## src/rtl/gpc_pkg.sv

```systemverilog
// Purpose: shared constants, types and decoders for the general pin register block
// Assumes: 16-bit serial frames, MSB first, registers 8 bits wide
// Notes: readback address field position and main control write address are local choices

package gpc_pkg;

  // ----------------------------------------
  // frame and register geometry
  // ----------------------------------------
  localparam int FRAME_BITS = 16;
  localparam int REG_W = 8;
  localparam int NUM_PINS = 4;
  localparam int NUM_SHARED = 3;
  localparam int NIB_W = 4;
  localparam int CNT_W = 5;
  localparam logic [CNT_W-1:0] LAST_BIT = 5'h0F;
  localparam logic [CNT_W-1:0] CNT_ZERO = 5'h00;
  localparam logic [CNT_W-1:0] CNT_ONE = 5'h01;

  // ----------------------------------------
  // frame fields
  // ----------------------------------------
  localparam int PFX_MSB = 15;
  localparam int PFX_LSB = 12;
  localparam int EADDR_MSB = 11;
  localparam int EADDR_LSB = 8;
  localparam int DATA_MSB = 7;
  localparam int DATA_LSB = 0;
  localparam int RDADDR_MSB = 11;
  localparam int RDADDR_LSB = 7;
  localparam logic [3:0] EXT_PREFIX = 4'hF;
  localparam logic [3:0] MAIN_CTRL_WADDR = 4'h1;

  // ----------------------------------------
  // register addresses and reset values
  // ----------------------------------------
  localparam logic [3:0] EXT_CTRL_A = 4'h0;
  localparam logic [3:0] EXT_CTRL_B = 4'h1;
  localparam logic [3:0] EXT_LEVELS = 4'h2;
  localparam logic [4:0] RD_CTRL_A = 5'h1B;
  localparam logic [4:0] RD_CTRL_B = 5'h1C;
  localparam logic [4:0] RD_LEVELS = 5'h1D;
  localparam logic [4:0] RD_ADDR_RST = 5'h00;
  localparam logic [REG_W-1:0] REG_RST = 8'h00;
  localparam logic [REG_W-1:0] CTRL_B_MASK = 8'hF7;
  localparam logic [REG_W-1:0] LEVELS_MASK = 8'hF0;
  localparam logic [FRAME_BITS-1:0] FRAME_RST = 16'h0000;

  // ----------------------------------------
  // control nibble fields
  // ----------------------------------------
  localparam int FLD_ALERT = 0;
  localparam int FLD_DIR = 1;
  localparam int FLD_POL = 2;
  localparam int FLD_ROLE = 3;

  typedef enum logic [0:0] {
    GPC_IDLE = 1'b0,
    GPC_SHIFT = 1'b1
  } gpc_state_e;

  // control nibble of pin idx (0 = general pin 1)
  function automatic logic [NIB_W-1:0] gpc_ctrl_nibble(
    input logic [REG_W-1:0] ctrl_a,
    input logic [REG_W-1:0] ctrl_b,
    input int idx
  );
    logic [NIB_W-1:0] nib;
    nib = ctrl_b[3:0];
    case (idx)
      0: nib = ctrl_a[7:4];
      1: nib = ctrl_a[3:0];
      2: nib = ctrl_b[7:4];
      default: nib = ctrl_b[3:0];
    endcase
    return nib;
  endfunction

endpackage

```

## src/rtl/gpc_sync.sv

```systemverilog
// Purpose: three-stage synchroniser with agreement filter for pin inputs
// Assumes: inputs asynchronous to core_clk
// Notes: first stage feeds only the second stage

`timescale 1ns/100ps

module gpc_sync #(
  parameter int WIDTH = 1
) (
  input wire logic core_clk,
  input wire logic rst_n,
  input wire logic [WIDTH-1:0] async_in,
  output logic [WIDTH-1:0] level
);

  logic [WIDTH-1:0] stage1;
  logic [WIDTH-1:0] stage2;
  logic [WIDTH-1:0] stage3;
  logic [WIDTH-1:0] next_level;

  // a change counts only once the second and third stage agree
  always_comb
  begin
    next_level = (stage2 & stage3) | (level & (stage2 ^ stage3));
  end

  always_ff @(posedge core_clk or negedge rst_n)
  begin
    if (!rst_n)
    begin
      stage1 <= '0;
      stage2 <= '0;
      stage3 <= '0;
      level <= '0;
    end
    else
    begin
      stage1 <= async_in;
      stage2 <= stage1;
      stage3 <= stage2;
      level <= next_level;
    end
  end

endmodule

```

## src/rtl/gpc_pin_cell.sv

```systemverilog
// Purpose: per-pin direction, polarity, role and alert decode
// Assumes: control nibble and data bit come from registers
// Notes: a dedicated pin has no role bit and is always a general pin

`timescale 1ns/100ps

module gpc_pin_cell
  import gpc_pkg::*;
#(
  parameter bit SHARED = 1'b1
) (
  input wire logic [gpc_pkg::NIB_W-1:0] ctrl,
  input wire logic level_bit,
  input wire logic pin_sampled,
  output logic pin_out,
  output logic pin_oe,
  output logic read_bit,
  output logic alert_term,
  output logic aux_select
);

  logic is_general;
  logic is_input;

  always_comb
  begin
    is_general = SHARED ? ctrl[FLD_ROLE] : 1'b1;
    aux_select = ~is_general;
    is_input = ctrl[FLD_DIR];
    // analog role leaves the pin undriven so the converter sees it clean
    pin_oe = is_general & ~is_input;
    pin_out = level_bit;
    read_bit = (is_general & is_input) ? pin_sampled : level_bit;
    alert_term = is_general & is_input & ctrl[FLD_ALERT] & (pin_sampled == ctrl[FLD_POL]);
  end

endmodule

```

## src/rtl/gpc_gpio_regs.sv

```systemverilog
// Purpose: general pin control and data registers behind the serial port
// Assumes: serial clock, select and data arrive asynchronously and are sampled
// Notes: serial clock must stay well below core_clk / 8 for clean sampling

`timescale 1ns/100ps

// Overview of operation
// - control a: ext write 0, read 11011
// - a bit0 gates pin 2 onto alert
// - a bit1 sets pin 2 direction
// - a bit2 sets pin 2 polarity
// - a bit3 picks analog 2 or pin 2
// - a bit4 gates pin 1 onto alert
// - a bit5 sets pin 1 direction
// - a bit6 sets pin 1 polarity
// - a bit7 picks analog 1 or pin 1
// - control b: ext write 1, read 11100
// - b bit0 gates pin 4 onto alert
// - b bit1 sets pin 4 direction
// - b bit2 sets pin 4 polarity
// - b bit4 gates pin 3 onto alert
// - b bit5 sets pin 3 direction
// - b bit6 sets pin 3 polarity
// - b bit7 picks analog 3 or pin 3
// - levels: ext write 2, read 11101, bits 7..4
module gpc_gpio_regs
  import gpc_pkg::*;
(
  input wire logic core_clk,
  input wire logic rst_n,
  input wire logic ser_clk,
  input wire logic ser_sel_n,
  input wire logic ser_din,
  output logic ser_dout,
  output logic ser_dout_oe,
  input wire logic [gpc_pkg::NUM_PINS-1:0] pin_in,
  output logic [gpc_pkg::NUM_PINS-1:0] pin_out,
  output logic [gpc_pkg::NUM_PINS-1:0] pin_oe,
  output logic [gpc_pkg::NUM_SHARED-1:0] aux_select,
  output logic alert
);

  // ----------------------------------------
  // input sampling
  // ----------------------------------------
  logic [2:0] ser_level;
  logic [NUM_PINS-1:0] pin_sampled;
  logic sclk_lvl;
  logic sel_n_lvl;
  logic din_lvl;

  // select passes inverted so the synchroniser's reset value is the idle level;
  // otherwise a false frame start would follow every reset
  gpc_sync #(
    .WIDTH(3)
  ) u_ser_sync (
    .core_clk(core_clk),
    .rst_n(rst_n),
    .async_in({ser_clk, ~ser_sel_n, ser_din}),
    .level(ser_level)
  );

  // pin levels take about four core cycles to reach readback and alert
  gpc_sync #(
    .WIDTH(NUM_PINS)
  ) u_pin_sync (
    .core_clk(core_clk),
    .rst_n(rst_n),
    .async_in(pin_in),
    .level(pin_sampled)
  );

  assign sclk_lvl = ser_level[2];
  assign sel_n_lvl = ~ser_level[1];
  assign din_lvl = ser_level[0];

  // ----------------------------------------
  // registers and pin cells
  // ----------------------------------------
  logic [REG_W-1:0] pin_control_a;
  logic [REG_W-1:0] pin_control_b;
  logic [REG_W-1:0] pin_levels;
  logic [4:0] readback_addr;
  logic [NUM_PINS-1:0] read_bits;
  logic [NUM_PINS-1:0] alert_terms;
  logic [NUM_PINS-1:0] cell_aux;
  logic [REG_W-1:0] levels_view;

  genvar gi;
  generate
    for (gi = 0; gi < NUM_PINS; gi++)
    begin : g_pin
      // pin index gi maps to levels bit 7-gi; pin 4 has no role bit
      gpc_pin_cell #(
        .SHARED(gi < NUM_SHARED)
      ) u_cell (
        .ctrl(gpc_ctrl_nibble(pin_control_a, pin_control_b, gi)),
        .level_bit(pin_levels[REG_W-1-gi]),
        .pin_sampled(pin_sampled[gi]),
        .pin_out(pin_out[gi]),
        .pin_oe(pin_oe[gi]),
        .read_bit(read_bits[gi]),
        .alert_term(alert_terms[gi]),
        .aux_select(cell_aux[gi])
      );
      assign levels_view[REG_W-1-gi] = read_bits[gi];
    end
  endgenerate

  assign levels_view[3:0] = REG_RST[3:0];
  assign aux_select = cell_aux[NUM_SHARED-1:0];

  // readback word for the next frame; unmapped addresses read zero
  function automatic logic [REG_W-1:0] gpc_read_mux(
    input logic [4:0] addr,
    input logic [REG_W-1:0] a,
    input logic [REG_W-1:0] b,
    input logic [REG_W-1:0] lev
  );
    logic [REG_W-1:0] v;
    v = REG_RST;
    if (addr == RD_CTRL_A)
      v = a;
    else if (addr == RD_CTRL_B)
      v = b;
    else if (addr == RD_LEVELS)
      v = lev;
    return v;
  endfunction

  // ----------------------------------------
  // serial frame engine
  // ----------------------------------------
  gpc_state_e state;
  gpc_state_e next_state;
  logic [CNT_W-1:0] bit_cnt;
  logic [CNT_W-1:0] next_bit_cnt;
  logic [FRAME_BITS-1:0] shift_in;
  logic [FRAME_BITS-1:0] next_shift_in;
  logic [FRAME_BITS-1:0] shift_out;
  logic [FRAME_BITS-1:0] next_shift_out;
  logic sclk_prev;
  logic next_ser_dout;
  logic [REG_W-1:0] next_control_a;
  logic [REG_W-1:0] next_control_b;
  logic [REG_W-1:0] next_levels;
  logic [4:0] next_readback_addr;
  logic next_alert;
  logic [FRAME_BITS-1:0] word;
  logic sclk_rise;
  logic sclk_fall;
  logic commit;

  always_comb
  begin
    next_state = state;
    next_bit_cnt = bit_cnt;
    next_shift_in = shift_in;
    next_shift_out = shift_out;
    next_ser_dout = ser_dout;
    commit = 1'b0;
    word = {shift_in[FRAME_BITS-2:0], din_lvl};
    // edges come from filtered levels, so a serial clock glitch seen at only one core clock edge is dropped
    sclk_rise = sclk_lvl & ~sclk_prev;
    sclk_fall = ~sclk_lvl & sclk_prev;
    unique case (state)
      GPC_IDLE:
      begin
        if (!sel_n_lvl)
        begin
          // load readback first so the host gets it in this frame
          next_state = GPC_SHIFT;
          next_bit_cnt = CNT_ZERO;
          next_shift_out = {REG_RST, gpc_read_mux(readback_addr, pin_control_a,
                            pin_control_b, levels_view)};
          next_ser_dout = next_shift_out[FRAME_BITS-1];
        end
      end
      GPC_SHIFT:
      begin
        if (sel_n_lvl)
        begin
          // a short frame is dropped without touching any register
          next_state = GPC_IDLE;
        end
        else
        begin
          if (sclk_fall)
          begin
            next_shift_out = {shift_out[FRAME_BITS-2:0], 1'b0};
            next_ser_dout = next_shift_out[FRAME_BITS-1];
          end
          if (sclk_rise && (bit_cnt <= LAST_BIT))
          begin
            next_shift_in = word;
            next_bit_cnt = bit_cnt + CNT_ONE;
            // only the sixteenth rising edge commits, later edges are ignored
            commit = (bit_cnt == LAST_BIT);
          end
        end
      end
    endcase
  end

  always_ff @(posedge core_clk or negedge rst_n)
  begin
    if (!rst_n)
    begin
      state <= GPC_IDLE;
      bit_cnt <= CNT_ZERO;
      shift_in <= FRAME_RST;
      shift_out <= FRAME_RST;
      sclk_prev <= 1'b0;
      ser_dout <= 1'b0;
    end
    else
    begin
      state <= next_state;
      bit_cnt <= next_bit_cnt;
      shift_in <= next_shift_in;
      shift_out <= next_shift_out;
      sclk_prev <= sclk_lvl;
      ser_dout <= next_ser_dout;
    end
  end

  // ----------------------------------------
  // register file
  // ----------------------------------------
  // writes land only on a full frame, so a cut frame leaves every register as it was;
  // a prefix that matches neither form is ignored
  always_comb
  begin
    next_control_a = pin_control_a;
    next_control_b = pin_control_b;
    next_levels = pin_levels;
    next_readback_addr = readback_addr;
    if (commit)
    begin
      if (word[PFX_MSB:PFX_LSB] == EXT_PREFIX)
      begin
        if (word[EADDR_MSB:EADDR_LSB] == EXT_CTRL_A)
          next_control_a = word[DATA_MSB:DATA_LSB];
        else if (word[EADDR_MSB:EADDR_LSB] == EXT_CTRL_B)
          next_control_b = word[DATA_MSB:DATA_LSB] & CTRL_B_MASK;
        else if (word[EADDR_MSB:EADDR_LSB] == EXT_LEVELS)
          next_levels = word[DATA_MSB:DATA_LSB] & LEVELS_MASK;
      end
      else if (word[PFX_MSB:PFX_LSB] == MAIN_CTRL_WADDR)
      begin
        next_readback_addr = word[RDADDR_MSB:RDADDR_LSB];
      end
    end
  end

  always_ff @(posedge core_clk or negedge rst_n)
  begin
    if (!rst_n)
    begin
      pin_control_a <= REG_RST;
      pin_control_b <= REG_RST;
      pin_levels <= REG_RST;
      readback_addr <= RD_ADDR_RST;
    end
    else
    begin
      pin_control_a <= next_control_a;
      pin_control_b <= next_control_b;
      pin_levels <= next_levels;
      readback_addr <= next_readback_addr;
    end
  end

  // ----------------------------------------
  // alert
  // ----------------------------------------
  // registered so that a glitch across the pin cells never reaches the pin;
  // the cost is one core cycle of extra latency
  always_comb
  begin
    next_alert = |alert_terms;
  end

  always_ff @(posedge core_clk or negedge rst_n)
  begin
    if (!rst_n)
    begin
      alert <= 1'b0;
    end
    else
    begin
      alert <= next_alert;
    end
  end

  // output driven only inside a frame so the line can be shared
  assign ser_dout_oe = (state == GPC_SHIFT);

endmodule

```

## config.mk

```make
export PLATFORM = sky130hd
export DESIGN_NAME = gpc_gpio_regs
export DESIGN_NICKNAME = d
export VERILOG_FILES = /design/src/rtl/gpc_pkg.sv /design/src/rtl/gpc_sync.sv /design/src/rtl/gpc_pin_cell.sv /design/src/rtl/gpc_gpio_regs.sv
export SDC_FILE = /design/constraint.sdc
export NUM_CORES = 1
export LEC_CHECK = 0
export ABC_AREA = 1
export BUFFER_PORTS_ARGS = -buffer_cell sky130_fd_sc_hd__buf_2
export CORE_ASPECT_RATIO = 2
export CORE_MARGIN = 10
export CORE_UTILIZATION = 50
export CTS_CLUSTER_SIZE = 14
export DETAILED_ROUTE_END_ITERATION = 10
export PLACE_DENSITY = 0.65
export SYNTH_ARGS = -nofsm -noshare
export SYNTH_HDL_FRONTEND = slang
export SYNTH_SLANG_ARGS = --single-unit
```

## constraint.sdc

```tcl
create_clock -name core_clk -period 4.7 [get_ports core_clk]
set_clock_uncertainty 0.1 [all_clocks]
set_input_delay 0.47 -clock core_clk [delete_from_list [all_inputs] [get_ports core_clk]]
set_output_delay 0.47 -clock core_clk [all_outputs]
set_load 0.05 [all_outputs]
```

* Word level (Yosys, flattened, before mapping) *
Index checks and enable logic that the tools add are counted.
W data, S select, Z words.

cells by class
  muxes and demuxes = 23
  reduce and logical (&&, ||, !) cells = 10
  order comparisons = 1
  equal/unequal tests = 16
  bitwise gates (word level) = 38
  $add $sub $neg = 1

operator list
  cell                   count
  $mux W15               3
  $pmux W15 S2           1
  $mux W8                3
  $and A1 B1 Y1          16
  $eq A5 B5 Y1 const B   3
  $mux W5                3
  $reduce_and A3 Y1      5
  $not A1 Y1             14
  $mux W1                11
  $pmux W5 S2            1
  $and A4 B4 Y4          2
  $eq A4 B1 Y1 const B   2
  $ne A2 B1 Y1 const B   4
  $and A3 B3 Y3          2
  $add A5 B1 Y5 const B  1
  $eq A5 B4 Y1 const B   1
  $le A5 B4 Y1 const B   1
  $reduce_and A5 Y1      1
  $eq A1 B1 Y1           4
  $eq A4 B2 Y1 const B   1
  $eq A4 B4 Y1 const B   1
  $logic_not A4 Y1       1
  $or A4 B4 Y4           1
  $reduce_and A4 Y1      1
  6 further kinds        6

storage, ports and cells
  word-level logic and storage cells = 108
  output and inout bits = 14
  register bits = 91

* Depth between registers and ports, before layout *
  word-level depth = 7
  mapped depth = 11

* Cells and area by module *
Synthesis repeated with hierarchy kept, for this count alone.

unflattened totals
  cells, all modules = 417
  area total of the unflattened synthesis = 3,890.0 um2

by module, submodules not included
  module                              area an instance (um2)  instances  seq. area each (um2)  cells each
  gpc_gpio_regs                       2,795.2                 1          1,576.5               308
  gpc_sync (u_pin_sync)               495.5                   1          400.4                 32
  gpc_sync (u_ser_sync)               371.6                   1          300.3                 24
  gpc_pin_cell (g_pin[0].u_cell ...)  55.1                    3          0.0                   13
  gpc_pin_cell (g_pin[3].u_cell)      62.6                    1          0.0                   14

* Worst setup path after synthesis *
OpenSTA, ideal clock, no wires.

  path kind = register -> register
  from = register bit_cnt[0]
  to = register pin_levels[7]
  arrival = 1.652 ns
  cell stages (with the launch flop) = 11
  buffers on the path = 1
  path slack = 2.831 ns
  cell sequence = dfrtp_1 > ha_1 > nand2_1 > nor2_1 > ha_1 > inv_1 > nor4_4 > buf_6 > nand3_2 > nand2_1 > nand2_1

on the way
  longest elaborated chain between the ends = 6

RTL lines
  element                               RTL line              RTL
  from (decl)                           gpc_gpio_regs.sv:136  logic [CNT_W-1:0] bit_cnt;
  from (signal assigned)                gpc_gpio_regs.sv:219  bit_cnt <= next_bit_cnt;
  $le A5 B4 Y1                          gpc_gpio_regs.sv:193  if (sclk_rise && (bit_cnt <= LAST_BIT))
  $logic_and A1 B1 Y1                   gpc_gpio_regs.sv:193
  $mux W1 *                             gpc_gpio_regs.sv:193
  $mux W1 *                             gpc_gpio_regs.sv:181  if (sel_n_lvl)
  $mux W1 *                             gpc_gpio_regs.sv:166  unique case (state)
  $reduce_and A5 Y1 (no source line) *  n/a
  to (signal assigned)                  gpc_gpio_regs.sv:269  pin_levels <= next_levels;
  to (decl)                             gpc_gpio_regs.sv:82   logic [REG_W-1:0] pin_levels;

Mark *: on every way between the ends. The rest lies on a longest branch, timed or not.
A chain may end at the register's enable or synchronous reset.

* Worst setup path in the final report *
  from = register bit_cnt[0]
  to = register pin_control_a[2]

on the way
  longest elaborated chain between the ends = 6

RTL lines
  element                               RTL line              RTL
  $le A5 B4 Y1                          gpc_gpio_regs.sv:193
  $logic_and A1 B1 Y1                   gpc_gpio_regs.sv:193
  $mux W1 *                             gpc_gpio_regs.sv:193
  $mux W1 *                             gpc_gpio_regs.sv:181
  $mux W1 *                             gpc_gpio_regs.sv:166
  $reduce_and A3 Y1 (no source line) *  n/a
  to (signal assigned)                  gpc_gpio_regs.sv:267  pin_control_a <= next_control_a;
  to (decl)                             gpc_gpio_regs.sv:80   logic [REG_W-1:0] pin_control_a;

Marked as above.

==> impl_metrics.json <==
{
  "post-synth-top-count-cell": "nand2_1",
  "whs_ns": 0.0912,
  "synth_top_area_share_pct": 58.4,
  "cts.root.buffer_cell": "clkbuf_16",
  "synthesis.nets": 425,
  "grt_pass1_vias": 2682,
  "avgSynthCellArea_um2": 9.59,
  "post-cts-setup-buffer-count": 0,
  "multi_input_area_um2": 1350,
  "clock_latency_ns": 0.34,
  "area_growth_pct": 9.94,
  "layout.nets": 442,
  "p_leak_nw": 2.15,
  "finalPower_mw": 1.61,
  "max_slew.worst_pin.slew_ns": 1.06,
  "synth_seq_area_share_pct": 58.4,
  "synth_common_cells": "nand2_1 (121), dfrtp_1 (91), inv_1 (39)",
  "postSynthCellCount": 407,
  "cp.arrival_ns": 2.82,
  "ant_nets": 0,
  "run_status": "complete, no violations",
  "num-fill-cells": 682,
  "io_pins": 23,
  "slew_violations": 0,
  "p_per_area_nw_per_um2": 374,
  "ys_async_sr_fraction_pct": 100,
  "die-width_um": 82.5,
  "fin_ws_ns": 2.01,
  "final_area_um2": 4290,
  "synth.cell_area_um2": 3900,
  "htreeDepth": 3,
  "wl_um": 7990,
  "dr.first_iter.drc_count": 115,
  "fmax_mhz": 372,
  "max_cap_violations": 0,
  "final-hold-violation-count": 0,
  "grt_overflow": 0,
  "r2r_start": "bit_cnt[0]",
  "cts_made_buffers": 9,
  "yosysTopAreaCell": "dfrtp_1",
  "ys_types": 31,
  "grt_setup_unrepaired": "no",
  "relSlewSlack_pct": 28.6,
  "crit_type": "reg2reg",
  "critPathRequiredTime_ns": 4.83,
  "placed_area_um2": 4020,
  "coreArea_um2": 7600,
  "grt_max_degree": 59,
  "wire_per_inst_um": 15.3,
  "die_y_um": 145,
  "min_period_ns": 2.69,
  "drive_above_1_share_pct": 12.6,
  "ctsHoldBuffers": 0,
  "n_antenna_cell": 0,
  "dr.pass1.iters": 4,
  "fin_setup_tns_ns": 0,
  "worstSetupEndpointType": "flop",
  "clockBufferDepth": 2,
  "hold_class": "in2async",
  "track_usage_pct": 14.1,
  "post-place-ws_ns": 2.01,
  "cts_repair_resize_count": 0,
  "ys_ff_latch": 91,
  "ys.flop_type": "dfrtp_1",
  "gp_congestion": 0.886,
  "dpl.hpwl_um": 5940,
  "vias": 2766,
  "drc": 0,
  "setup_viol": 0,
  "cp_max_fo": 23,
  "startpoint_type": "flop",
  "antenna_found_initial": 0,
  "finalCritPeriodShare_pct": 57.2,
  "clk_pin_slew_worst_paths_ns": 0.06,
  "crit_start": "bit_cnt[0]",
  "clock_sinks": 91,
  "start_util_pct": 51.3,
  "grt_pass1_wl_um": 13000,
  "vias_per_cell": 5.29,
  "placementRows": 45,
  "vdd_drop_max_uv": 249,
  "synth_edf_count": 0,
  "cts_tree": "done",
  "synth.area.top_cells": "dfrtp_1 (58%), nand2_1 (12%), nand4_1 (4.2%)",
  "ys_warn_count": 0,
  "design.die.area_um2": 12000,
  "portBuffers": 22,
  "register_area_um2": 2280
}
-- layout make-up --
type / count / share of cell area [%]
inverter: 40 / 3.50
clock buffer: 10 / 5.34
timing repair buffer: 24 / 2.98
multi-input combinational: 258 / 31.4
tap: 94 / 2.74
clock inverter: 6 / 0.963
sequential: 91 / 53.1
-- layout by cell type (no fill, tap or decap), drive strengths merged, types with 2 or more instances in the layout --
master / netlist / layout
nor2: 15 / 15
inv: 40 / 41
nor4: 2 / 2
nor3: 6 / 6
dfrtp: 91 / 91
ha: 9 / 9
clkbuf: 1 / 10
clkinvlp: 0 / 3
o22ai: 6 / 6
a21o: 7 / 7
clkinv: 0 / 2
a21oi: 9 / 9
nand3: 11 / 11
nand4: 26 / 26
buf: 17 / 24
nand2: 124 / 124
o211ai: 4 / 4
o21ai: 32 / 32
a22oi: 4 / 4
-- state kept, by name, indices dropped and copies added, names as in the netlist, 3 cells and up --
register           count
shift_in              15
shift_out             15
pin_control_a          8
pin_control_b          7
bit_cnt                5
readback_addr          5
pin_levels             4
u_pin_sync.level       4
u_pin_sync.stage1      4
u_pin_sync.stage2      4
u_pin_sync.stage3      4
u_ser_sync.level       3
u_ser_sync.stage1      3
u_ser_sync.stage2      3
u_ser_sync.stage3      3
-- cell families (layout without fill, tap and decap cells) --
logic type | count (synthesis) | in the layout | synth area share, %
fa+ha+maj | 9 | 9 | 2.89
xor+xnor | 1 | 1 | 0.225
simple gates | 186 | 186 | 22.2
compound gates | 62 | 62 | 9.20
buf+inv | 58 | 80 | 7.12
flops | 91 | 91 | 58.4
-- stage by stage --
| step | cells | util (%) |
|---|---|---|
| after floorplan | 407 | - |
| after global placement | 507 | 52.9 |
| after detailed placement | 507 | 52.9 |
| after CTS | 523 | 56.4 |
| after global routing | 523 | 56.4 |
| final | 523 | 56.4 |
-- where the power goes --
group          switching [mW]  internal, mW  total [mW]
clock network           0.294         0.358       0.652
registers              0.0378         0.823       0.861
logic                  0.0643        0.0288      0.0931
-- per-layer routing --
layer	global-route usage, %	part of all wire [%]	vias to the layer above
met2	24.6	56	35
met3	3.15	2.9	15
met5	0	0	-
li1	-	-	1375
met4	8.82	3.9	0
met1	14.1	37	1341
-- critical path, cell delays in order, from the launching register on --
cell     delay, ns
dfrtp_1       0.41
ha_1          0.20
nand2_1       0.06
nor2_1        0.09
ha_1          0.15
inv_1         0.07
nor4_4        0.91
nand3_2       0.36
nand2_1       0.16
nand2_1       0.06
-- path summary, 6_finish.rpt --
path | endpoint | slack (ns) | depth (start not counted)
worst min-delay path | u_pin_sync.stage3[2] | 0.09 | 1
worst max register to register | pin_control_a[2] | 2.01 | 9
worst min register to register | u_ser_sync.stage2[0] | 0.25 | 0
min in group core_clk | u_ser_sync.stage1[0] | 0.14 | 1
max in group asynchronous | pin_control_a[7] | 3.50 | 2
worst max-delay path | pin_control_a[2] | 2.01 | 9
Note: power is estimated with default switching activity, not from simulation.
